### config.mk
export PLATFORM = sky130hd
export DESIGN_NAME = ppc_top
export DESIGN_NICKNAME = d
export VERILOG_FILES = /design/src/inc/ppc_pkg.sv /design/src/ppc_top.sv /design/src/ppc_axil.sv /design/src/ppc_pins.sv
export SDC_FILE = /design/constraint.sdc
export NUM_CORES = 1
export LEC_CHECK = 0
export ABC_AREA = 1
export BUFFER_PORTS_ARGS = -buffer_cell sky130_fd_sc_hd__clkbuf_2
export CAP_MARGIN = 20
export CORE_ASPECT_RATIO = 0.6
export CORE_MARGIN = 4
export CORE_UTILIZATION = 25
export DETAILED_ROUTE_END_ITERATION = 10
export PLACE_DENSITY = 0.49
export SYNTH_ARGS = -nofsm -noshare
export SYNTH_HDL_FRONTEND = slang
export SYNTH_SLANG_ARGS = --single-unit
export TNS_END_PERCENT = 1
### constraint.sdc
create_clock -name mclk -period 5.9 [get_ports mclk]
set_clock_uncertainty 0.2 [all_clocks]
set_input_delay 0.59 -clock mclk [delete_from_list [all_inputs] [get_ports mclk]]
set_output_delay 0.59 -clock mclk [all_outputs]
set_load 0.03 [all_outputs]
### src/inc/ppc_pkg.sv
/*
 parallel port control package: register offsets, field positions,
 reset values, mode codes and the pin bundle struct.
 assumes a 32-bit axi4-lite register bus.
*/
package ppc_pkg;
   localparam logic [3:0]  PPC_OFS_CTRL    = 4'h0;
   localparam logic [3:0]  PPC_OFS_STAT    = 4'h4;
   localparam logic [15:0] PPC_CTRL_RST    = 16'h0000;
   localparam logic [15:0] PPC_CTRL_WMASK  = 16'hbfef;
   localparam int          PPC_BIT_ON      = 15;
   localparam int          PPC_BIT_IDLE    = 13;
   localparam int          PPC_BIT_MUXHI   = 12;
   localparam int          PPC_BIT_MUXLO   = 11;
   localparam int          PPC_BIT_BEEN    = 10;
   localparam int          PPC_BIT_WREN    = 9;
   localparam int          PPC_BIT_RDEN    = 8;
   localparam int          PPC_BIT_CSFHI   = 7;
   localparam int          PPC_BIT_CSFLO   = 6;
   localparam int          PPC_BIT_ALP     = 5;
   localparam int          PPC_BIT_CSP     = 3;
   localparam int          PPC_BIT_BEP     = 2;
   localparam int          PPC_BIT_WRP     = 1;
   localparam int          PPC_BIT_RDP     = 0;
   localparam logic [1:0]  PPC_RESP_OKAY   = 2'h0;
   localparam logic [1:0]  PPC_RESP_SLVERR = 2'h2;

   typedef enum logic [1:0] {
      PPC_MUX_SEPARATE = 2'b00,
      PPC_MUX_PARTIAL  = 2'b01,
      PPC_MUX_FULL     = 2'b10,
      PPC_MUX_RESVD    = 2'b11
   } ppc_mux_e;

   typedef enum logic [1:0] {
      PPC_CSF_NONE0 = 2'b00,
      PPC_CSF_NONE1 = 2'b01,
      PPC_CSF_CHIP  = 2'b10,
      PPC_CSF_RESVD = 2'b11
   } ppc_csf_e;

   // drive requests from the transfer engine
   typedef struct packed {
      logic       cycle;
      logic       addr_phase_lo;
      logic       addr_phase_hi;
      logic       rd;
      logic       wr;
      logic       be;
      logic       sel;
      logic [7:0] data;
      logic       data_oe;
   } ppc_req_s;

   // pin bundle, oe low means the pin is driven
   typedef struct packed {
      logic [7:0] port_data_pins;
      logic       port_data_oe_n;
      logic       write_strobe_pin;
      logic       write_strobe_oe_n;
      logic       read_strobe_pin;
      logic       read_strobe_oe_n;
      logic       byte_enable_pin;
      logic       byte_enable_oe_n;
      logic       chip_select_pin;
      logic       chip_select_oe_n;
      logic       low_addr_latch;
      logic       high_addr_latch;
   } ppc_pins_s;
endpackage

### src/ppc_top.sv
/*
 parallel port control top: register bus slave, transfer engine and
 pin shaper. assumes one 250 mhz clock, idle_req from the power logic
 and transfer requests from internal logic on the same clock.
*/
// Our own choices: the placing of the registers and register access over AXI4-Lite.
// Behaviour
// - 16-bit control word, bit layout
// - bit 15 turns the port on/off
// - idle stop bit halts port in idle
// - mux field: 10 full, 00 separate
// - bit 10 enables byte enable pin
// - bit 9 enables write strobe pin
// - bit 8 enables read strobe pin
// - chip select function 10 selects chip
// - bit 5 sets latch strobe polarity
// - polarities ignored when pins are address
`timescale 1ns/1ps
module ppc_top
   import ppc_pkg::*;
(
   // clock and reset
   input  wire logic        mclk,
   input  wire logic        sys_rst,
   // axi4-lite slave
   input  wire logic [3:0]  awaddr,
   input  wire logic        awvalid,
   output logic             awready,
   input  wire logic [31:0] wdata,
   input  wire logic [3:0]  wstrb,
   input  wire logic        wvalid,
   output logic             wready,
   output logic [1:0]       bresp,
   output logic             bvalid,
   input  wire logic        bready,
   input  wire logic [3:0]  araddr,
   input  wire logic        arvalid,
   output logic             arready,
   output logic [31:0]      rdata,
   output logic [1:0]       rresp,
   output logic             rvalid,
   input  wire logic        rready,
   // device state and transfer request
   input  wire logic        idle_req,
   input  wire logic        xfer_req,
   input  wire logic        xfer_write,
   input  wire logic [15:0] xfer_addr,
   input  wire logic [7:0]  xfer_wdata,
   output logic             xfer_busy,
   output logic             xfer_done,
   // pins
   output ppc_pins_s        pins
);
   typedef enum logic [2:0] {
      PPC_ST_IDLE  = 3'b000,
      PPC_ST_ALO   = 3'b001,
      PPC_ST_AHI   = 3'b010,
      PPC_ST_DATA  = 3'b011,
      PPC_ST_END   = 3'b100
   } ppc_state_e;

   logic [15:0] ctrl;
   logic [15:0] stat;
   ppc_state_e  state;
   ppc_state_e  next_state;
   ppc_req_s    req;
   ppc_req_s    next_req;
   logic        wr_q;
   logic [15:0] addr_q;
   logic [7:0]  data_q;

   ////////////////////////////////////////////////////////////////////
   // register bus
   ppc_axil u_axil (
      .mclk    (mclk),
      .sys_rst (sys_rst),
      .awaddr  (awaddr),
      .awvalid (awvalid),
      .awready (awready),
      .wdata   (wdata),
      .wstrb   (wstrb),
      .wvalid  (wvalid),
      .wready  (wready),
      .bresp   (bresp),
      .bvalid  (bvalid),
      .bready  (bready),
      .araddr  (araddr),
      .arvalid (arvalid),
      .arready (arready),
      .rdata   (rdata),
      .rresp   (rresp),
      .rvalid  (rvalid),
      .rready  (rready),
      .ctrl    (ctrl),
      .stat    (stat)
   );

   ////////////////////////////////////////////////////////////////////
   // decode
   wire       port_on   = ctrl[PPC_BIT_ON];
   wire [1:0] mux_sel   = ctrl[PPC_BIT_MUXHI:PPC_BIT_MUXLO];
   wire       halted    = idle_req && ctrl[PPC_BIT_IDLE];
   wire       run       = port_on && !halted;
   wire       mux_full  = (mux_sel == PPC_MUX_FULL);
   wire       mux_part  = (mux_sel == PPC_MUX_PARTIAL);
   wire       start     = run && xfer_req && (state == PPC_ST_IDLE);
   wire       first_st  = (mux_full || mux_part) ? 1'b1 : 1'b0;
   // request fields are loaded on the start edge, so bypass them then
   wire        cur_wr   = start ? xfer_write : wr_q;
   wire [15:0] cur_addr = start ? xfer_addr : addr_q;
   wire [7:0]  cur_data = start ? xfer_wdata : data_q;

   assign stat = {13'h0000, halted, run, xfer_busy};

   ////////////////////////////////////////////////////////////////////
   // transfer sequencer
   always_comb begin
      next_state = state;
      next_req   = '0;
      if (!run) begin
         next_state = PPC_ST_IDLE;
      end else begin
         case (state)
            PPC_ST_IDLE: begin
               if (start) begin
                  next_state = first_st ? PPC_ST_ALO : PPC_ST_DATA;
               end
            end
            PPC_ST_ALO: begin
               next_state = mux_full ? PPC_ST_AHI : PPC_ST_DATA;
            end
            PPC_ST_AHI: begin
               next_state = PPC_ST_DATA;
            end
            PPC_ST_DATA: begin
               next_state = PPC_ST_END;
            end
            PPC_ST_END: begin
               next_state = PPC_ST_IDLE;
            end
            default: begin
               next_state = PPC_ST_IDLE;
            end
         endcase
         case (next_state)
            PPC_ST_ALO: begin
               next_req.addr_phase_lo = 1'b1;
               next_req.data          = cur_addr[7:0];
               next_req.data_oe       = 1'b1;
            end
            PPC_ST_AHI: begin
               next_req.addr_phase_hi = 1'b1;
               next_req.data          = cur_addr[15:8];
               next_req.data_oe       = 1'b1;
            end
            PPC_ST_DATA: begin
               next_req.cycle   = 1'b1;
               next_req.sel     = 1'b1;
               next_req.be      = 1'b1;
               next_req.rd      = !cur_wr;
               next_req.wr      = cur_wr;
               next_req.data    = cur_wr ? cur_data : 8'h00;
               next_req.data_oe = cur_wr;
            end
            default: begin
               next_req = '0;
            end
         endcase
      end
   end

   always_ff @(posedge mclk or posedge sys_rst) begin
      if (sys_rst) begin
         wr_q   <= 1'b0;
         addr_q <= 16'h0000;
         data_q <= 8'h00;
      end else if (start) begin
         wr_q   <= xfer_write;
         addr_q <= xfer_addr;
         data_q <= xfer_wdata;
      end
   end

   always_ff @(posedge mclk or posedge sys_rst) begin
      if (sys_rst) begin
         state     <= PPC_ST_IDLE;
         req       <= '0;
         xfer_busy <= 1'b0;
         xfer_done <= 1'b0;
      end else begin
         state     <= next_state;
         req       <= next_req;
         xfer_busy <= (next_state != PPC_ST_IDLE);
         xfer_done <= run && (state == PPC_ST_END);
      end
   end

   ////////////////////////////////////////////////////////////////////
   // pin shaping
   ppc_pins u_pins (
      .mclk    (mclk),
      .sys_rst (sys_rst),
      .ctrl    (ctrl),
      .req     (req),
      .pins    (pins)
   );

   ////////////////////////////////////////////////////////////////////
   // checks
   property p_off_no_xfer;
      @(posedge mclk) disable iff (sys_rst)
         !port_on |=> state == PPC_ST_IDLE && !req.cycle;
   endproperty
   a_off_no_xfer: assert property (p_off_no_xfer)
      else $error("transfer while port off");

   property p_idle_halt;
      @(posedge mclk) disable iff (sys_rst)
         idle_req && ctrl[PPC_BIT_IDLE] |=> !xfer_busy;
   endproperty
   a_idle_halt: assert property (p_idle_halt)
      else $error("port ran in idle with stop set");

   property p_full_mux;
      @(posedge mclk) disable iff (sys_rst)
         start && mux_full ##1 run
         |-> state == PPC_ST_ALO ##1 state == PPC_ST_AHI;
   endproperty
   a_full_mux: assert property (p_full_mux)
      else $error("full mux skipped high address");

   property p_sep_mux;
      @(posedge mclk) disable iff (sys_rst)
         start && mux_sel == PPC_MUX_SEPARATE |=> state == PPC_ST_DATA;
   endproperty
   a_sep_mux: assert property (p_sep_mux)
      else $error("separate mode used address phase");

   property p_cs_inactive;
      @(posedge mclk) disable iff (sys_rst)
         ctrl[PPC_BIT_ON] && !req.cycle && ctrl[7:6] == PPC_CSF_CHIP
         && $stable(ctrl) |=> pins.chip_select_pin == !$past(ctrl[3]);
   endproperty
   a_cs_inactive: assert property (p_cs_inactive)
      else $error("chip select not at idle level");

   property p_latch_pol;
      @(posedge mclk) disable iff (sys_rst)
         req.addr_phase_lo && mux_sel != PPC_MUX_SEPARATE && $stable(ctrl)
         |=> pins.low_addr_latch == $past(ctrl[5]);
   endproperty
   a_latch_pol: assert property (p_latch_pol)
      else $error("low latch polarity wrong");
endmodule // ppc_top

### src/ppc_axil.sv
/*
 axi4-lite slave for the port control word and a status word.
 assumes one clock and a master that holds valid until ready.
*/
`timescale 1ns/1ps
module ppc_axil
   import ppc_pkg::*;
(
   // clock and reset
   input  wire logic        mclk,
   input  wire logic        sys_rst,
   // axi4-lite
   input  wire logic [3:0]  awaddr,
   input  wire logic        awvalid,
   output logic             awready,
   input  wire logic [31:0] wdata,
   input  wire logic [3:0]  wstrb,
   input  wire logic        wvalid,
   output logic             wready,
   output logic [1:0]       bresp,
   output logic             bvalid,
   input  wire logic        bready,
   input  wire logic [3:0]  araddr,
   input  wire logic        arvalid,
   output logic             arready,
   output logic [31:0]      rdata,
   output logic [1:0]       rresp,
   output logic             rvalid,
   input  wire logic        rready,
   // register side
   output logic [15:0]      ctrl,
   input  wire logic [15:0] stat
);
   logic [3:0]  aw_q;
   logic        aw_have;
   logic [31:0] wd_q;
   logic [3:0]  ws_q;
   logic        w_have;
   wire         do_wr   = aw_have && w_have && !bvalid;
   wire         wr_ctrl = do_wr && (aw_q == PPC_OFS_CTRL);
   wire         wr_ok   = (aw_q == PPC_OFS_CTRL) || (aw_q == PPC_OFS_STAT);
   wire  [15:0] lane_m  = {{8{ws_q[1]}}, {8{ws_q[0]}}};
   wire  [15:0] wmask   = lane_m & PPC_CTRL_WMASK;
   wire  [15:0] next_ctrl = (ctrl & ~wmask) | (wd_q[15:0] & wmask);
   wire         rd_ok   = (araddr == PPC_OFS_CTRL) ||
                          (araddr == PPC_OFS_STAT);
   wire  [15:0] rd_val  = (araddr == PPC_OFS_CTRL) ? ctrl : stat;

   assign awready = !aw_have;
   assign wready  = !w_have;
   assign arready = !rvalid;

   always_ff @(posedge mclk or posedge sys_rst) begin
      if (sys_rst) begin
         aw_have <= 1'b0;
         w_have  <= 1'b0;
         aw_q    <= 4'h0;
         wd_q    <= 32'h0000_0000;
         ws_q    <= 4'h0;
         bvalid  <= 1'b0;
         bresp   <= PPC_RESP_OKAY;
         ctrl    <= PPC_CTRL_RST;
         rvalid  <= 1'b0;
         rdata   <= 32'h0000_0000;
         rresp   <= PPC_RESP_OKAY;
      end else begin
         if (awvalid && awready) begin
            aw_q    <= awaddr;
            aw_have <= 1'b1;
         end
         if (wvalid && wready) begin
            wd_q   <= wdata;
            ws_q   <= wstrb;
            w_have <= 1'b1;
         end
         if (do_wr) begin
            aw_have <= 1'b0;
            w_have  <= 1'b0;
            bvalid  <= 1'b1;
            bresp   <= wr_ok ? PPC_RESP_OKAY : PPC_RESP_SLVERR;
         end else if (bvalid && bready) begin
            bvalid <= 1'b0;
         end
         if (wr_ctrl) begin
            ctrl <= next_ctrl;
         end
         if (arvalid && arready) begin
            rvalid <= 1'b1;
            rdata  <= rd_ok ? {16'h0000, rd_val} : 32'h0000_0000;
            rresp  <= rd_ok ? PPC_RESP_OKAY : PPC_RESP_SLVERR;
         end else if (rvalid && rready) begin
            rvalid <= 1'b0;
         end
      end
   end

   property p_reserved_zero;
      @(posedge mclk) disable iff (sys_rst)
         ctrl[14] == 1'b0 && ctrl[4] == 1'b0;
   endproperty
   a_reserved_zero: assert property (p_reserved_zero)
      else $error("reserved control bits set");

   property p_ctrl_write;
      @(posedge mclk) disable iff (sys_rst)
         wr_ctrl && (&ws_q[1:0]) |=> ctrl == (wd_q[15:0] & PPC_CTRL_WMASK);
   endproperty
   a_ctrl_write: assert property (p_ctrl_write)
      else $error("control word not stored");
endmodule // ppc_axil

### src/ppc_pins.sv
/*
 pin shaper: applies enables and polarities to the transfer requests.
 assumes requests arrive registered on mclk.
*/
`timescale 1ns/1ps
module ppc_pins
   import ppc_pkg::*;
(
   // clock and reset
   input  wire logic        mclk,
   input  wire logic        sys_rst,
   // settings and requests
   input  wire logic [15:0] ctrl,
   input  wire ppc_req_s    req,
   // pins
   output ppc_pins_s        pins
);
   wire       on     = ctrl[PPC_BIT_ON];
   wire [1:0] mux    = ctrl[PPC_BIT_MUXHI:PPC_BIT_MUXLO];
   wire       cs_fn  = (ctrl[PPC_BIT_CSFHI:PPC_BIT_CSFLO] == PPC_CSF_CHIP);
   wire       al_pol = ctrl[PPC_BIT_ALP];
   wire       cs_pol = ctrl[PPC_BIT_CSP];
   wire       cs_act = on && cs_fn && req.cycle && req.sel;
   wire       alo    = on && req.addr_phase_lo;
   wire       ahi    = on && req.addr_phase_hi;
   ppc_pins_s next_pins;

   always_comb begin
      next_pins = '0;
      next_pins.port_data_pins    = on ? req.data : 8'h00;
      next_pins.port_data_oe_n    = !(on && req.data_oe);
      next_pins.write_strobe_oe_n = !(on && ctrl[PPC_BIT_WREN]);
      next_pins.write_strobe_pin  = (on && req.wr) ^ !ctrl[PPC_BIT_WRP];
      next_pins.read_strobe_oe_n  = !(on && ctrl[PPC_BIT_RDEN]);
      next_pins.read_strobe_pin   = (on && req.rd) ^ !ctrl[PPC_BIT_RDP];
      next_pins.byte_enable_oe_n  = !(on && ctrl[PPC_BIT_BEEN]);
      next_pins.byte_enable_pin   = (on && req.be) ^ !ctrl[PPC_BIT_BEP];
      // polarity only matters when the pin is not an address line
      next_pins.chip_select_oe_n  = !(on && cs_fn);
      next_pins.chip_select_pin   = cs_fn ? (cs_act ~^ cs_pol) : 1'b0;
      next_pins.low_addr_latch    = (mux != PPC_MUX_SEPARATE) ?
                                    (alo ~^ al_pol) : 1'b0;
      next_pins.high_addr_latch   = (mux != PPC_MUX_SEPARATE) ?
                                    (ahi ~^ al_pol) : 1'b0;
   end

   always_ff @(posedge mclk or posedge sys_rst) begin
      if (sys_rst) begin
         pins <= '{default: 1'b0, port_data_oe_n: 1'b1,
                   write_strobe_oe_n: 1'b1, read_strobe_oe_n: 1'b1,
                   byte_enable_oe_n: 1'b1, chip_select_oe_n: 1'b1};
      end else begin
         pins <= next_pins;
      end
   end

   property p_off_quiet;
      @(posedge mclk) disable iff (sys_rst)
         !ctrl[PPC_BIT_ON] |=> pins.port_data_oe_n && pins.chip_select_oe_n;
   endproperty
   a_off_quiet: assert property (p_off_quiet)
      else $error("pins driven while port off");

   property p_wr_en;
      @(posedge mclk) disable iff (sys_rst)
         ctrl[PPC_BIT_ON] && !ctrl[PPC_BIT_WREN] |=> pins.write_strobe_oe_n;
   endproperty
   a_wr_en: assert property (p_wr_en)
      else $error("write strobe driven while disabled");
endmodule // ppc_pins

==> metrics.md <==
| Metric | Value |
|---|---|
| Outcome | completed |
| Worst Hold End | u_axil.rvalid |
| Via Count | 3612 |
| Total iterations of the first detailed-routing run | 4 |
| Synth Cell Area | 4920 um2 |
| Synth Area in Compound Gates | 6.38% |
| Vias per Instance | 3.97 |
| DP Wirelength | 9200 um |
| Hold Vio Cnt, Final | 0 |
| Crit path time final | 3.18 ns |
| Initial antenna violation count | 1 |
| CTS buffer count | 17 |
| Warning count from the yosys run | 0 |
| Adder-Cell Fraction of Synth Area | 0.508% |
| FF+latch count, synth | 117 |
| Clk pin slew, worst setup/hold paths | 0.05 ns |
| Number of synthesized flops with an enable pin | 0 |
| Worst Path Required | 5.98 ns |
| Max transition margin | 37.9% |
| Clock buffer depth | 2 |
| Setup violators final | 0 |
| Final ANT Viol Nets | 0 |
| Layout cell share with drive strength beyond 1 | 24.9% |
| Max-cap violations | 0 |
| Crit path capture type | flop |
| Achievable Freq | 315 MHz |
| RSZ-0062 raised after global routing | no |
| Clock Latency Late Sink | 0.41 ns |
| First-pass GRT wire length | 19800 um |
| Static leakage | 3.24 nW |
| Synth area leaders | dfrtp_1, nand2_1, nand3_1 |
| Fillers | 2059 |
| Clk root buf | clkbuf_16 |
| FF-to-FF setup slack | 2.72 ns |
| Crit-path max FO | 32 |
| CP Launch Type | flop |
| Post-Syn Instances | 526 |
| CTS tree | yes |
| Final Non-Filler Cells | 909 |
| Htree depth | 4 |
| Row cnt | 39 |
| Drt drc | 0 |
| # port buffers | 99 |
| Routed WL per cell | 13.9 um |
| GPL Wtd Cong | 0.762 |
| Clock tree sinks | 117 |
| Async SR Flop Fraction | 100% |
| Worst flop-to-flop path endpoint | req[4] |
| Main combinational cell family by area after synthesis | simple AND/OR/NAND/NOR gates |
| Mux contribution to synthesized area | 1.60% |
| Die footprint | 22100 um2 |
| Synth Area in XOR/XNOR | 0.534% |
| Worst hold path startpoint | rready |
| Final setup TNS | 0 ns |
| Total wire length | 12600 um |
| DIE HEIGHT | 117 um |
| Worst-margin pin slew | 0.930 ns |
| Hold path cells | 2 |
| Core box area | 19200 um2 |
| Cell Pwr Density | 443 nW/um2 |
| Total GRT Usage | 11.9% |
| Crit Path Category | flop to flop |
| Ys flop type | dfrtp_1 |
| Yosys cell types | 34 |
| Seq. cell area | 2930 um2 |
| Hold Crit Class | primary input to flop |
| CP arrival | 3.26 ns |
| Hold slack | 0.144 ns |
| Syn avg cell area | 9.36 um2 |
| Tcrit/Tclk final | 53.9% |
| Global route total overflow | 0 |
| Nets@finish | 710 |
| Simple-Gate Fraction of Synth Area | 21.5% |
| Vias in the first global route | 3486 |
| Initial core utilization | 25.7% |
| I/O pin cnt | 140 |
| Area share of the largest cell type after synthesis | 56.9% |
| Area of the multi-input gates | 1580 um2 |
| Largest net degree at the start of global routing | 78 |
| Iter 0 DRT Violations | 215 |
| Leading area contributor after synthesis | dfrtp_1 |
| Final count of pins violating max slew | 0 |
| Area grow syn2layout | 24.4% |
| Placed Cells | 875 |
| Reg2Reg Depth | 9 |
| VDD IR max | 182 uV |
| Die W | 189 um |
| Ant. Diodes | 0 |
| Post-synthesis sequential area ratio | 59.6% |
[worst max-delay path by stage]
stage               startpoint        end  slack [ns]  depth (start not counted)
CTS                       flop     req[6]        2.67                          9
finish                    flop     req[4]        2.72                          9
floorplan              sys_rst  async pin        2.02                          1
global placement          flop     req[6]        2.67                          9
global route              flop     req[4]        2.32                          9
detailed placement        flop     req[6]        2.68                          9
[critical path, stage by stage, from the launching register on]
cell and delay (ns):
dfrtp_1 0.86, nand2_2 0.36, inv_2 0.55, nand2_4 0.32, nand2_1 0.16, nand2_2 0.16, nand3_1 0.13, nand2_1 0.07
nor2_1 0.16, nor2_1 0.06
[Yosys cell counts (2+ instances only)]
master / count
o21ai_1: 3
nand2_2: 8
ha_1: 2
mux2_2: 7
nor2_1: 47
clkbuf_1: 7
xor2_1: 3
o21ai_0: 36
clkinv_2: 2
dfstp_2: 5
nand3_1: 48
dfrtp_1: 112
nand3b_1: 3
nand2_1: 118
nand2_4: 2
clkinv_1: 3
inv_1: 51
nor3_1: 5
nor2_2: 2
buf_4: 21
inv_2: 4
buf_6: 5
nand4_1: 2
a21oi_1: 18
buf_2: 3
[cell usage in the layout (no fill, tap or decap), types with 3 or more instances in the layout]
| cell type | count |
|---|---|
| o21ai_1 | 3 |
| o21ai_0 | 36 |
| nor3_1 | 5 |
| inv_2 | 4 |
| nor2_1 | 47 |
| clkinv_2 | 8 |
| xor2_1 | 3 |
| clkbuf_16 | 17 |
| a21oi_1 | 18 |
| mux2_2 | 7 |
| clkbuf_2 | 99 |
| nand3b_1 | 3 |
| nand2_1 | 118 |
| clkinv_1 | 3 |
| nand3_1 | 48 |
| inv_1 | 50 |
| nand2_2 | 8 |
| dfrtp_1 | 112 |
| clkbuf_1 | 7 |
| conb_1 | 20 |
| dfstp_2 | 5 |
[repair_timing]
action | CTS | global route
resized for setup | 0 | 0
hold endpoints to repair | 0 | 5
hold buffers | 0 | 1
setup buffers | 0 | 0
[kinds of logic after synthesis]
group | Yosys count
AND/OR/NAND/NOR | 239
flip-flops | 117
buffers and inverters | 96
AO/OA/AOI/OAI | 61
multiplexers | 7
XOR/XNOR | 3
adder cells (fa/ha/maj) | 2
other | 1
[metal layers]
layer	global-route usage, %	routed length [um]	up-vias
met5	0	13	-
met4	3.93	156	2
met3	7.02	1370	13
met2	13.2	4420	96
met1	18.1	6660	1648
li1	-	-	1853
[area by class of cell]
type                       count  area share [%]
clock inverter                 6           0.490
multi-input combinational    332            25.7
timing repair buffer         102            8.83
tap                          266            5.44
inverter                      60            3.76
sequential                   117            47.9
clock buffer                  26            7.83
[power by group]
part	leakage [nW]	internal [mW]	total [mW]	switching [mW]
registers	1.48	1.03	1.15	0.117
clock network	0.256	0.553	0.891	0.339
logic	1.51	0.206	0.674	0.467
[per-stage QoR]
stage	instance area [um2]	total power [mW]	utilization, %	setup WS (ns)
floorplan	4990	1.65	-	2.02
global placement	5580	1.83	29.1	2.67
CTS	6090	2.74	31.7	2.67
finish	6120	2.71	31.9	2.72
detailed placement	5580	1.84	29.1	2.68
global route	6120	2.91	31.9	2.32
Note: power is estimated with default switching activity, not from simulation.
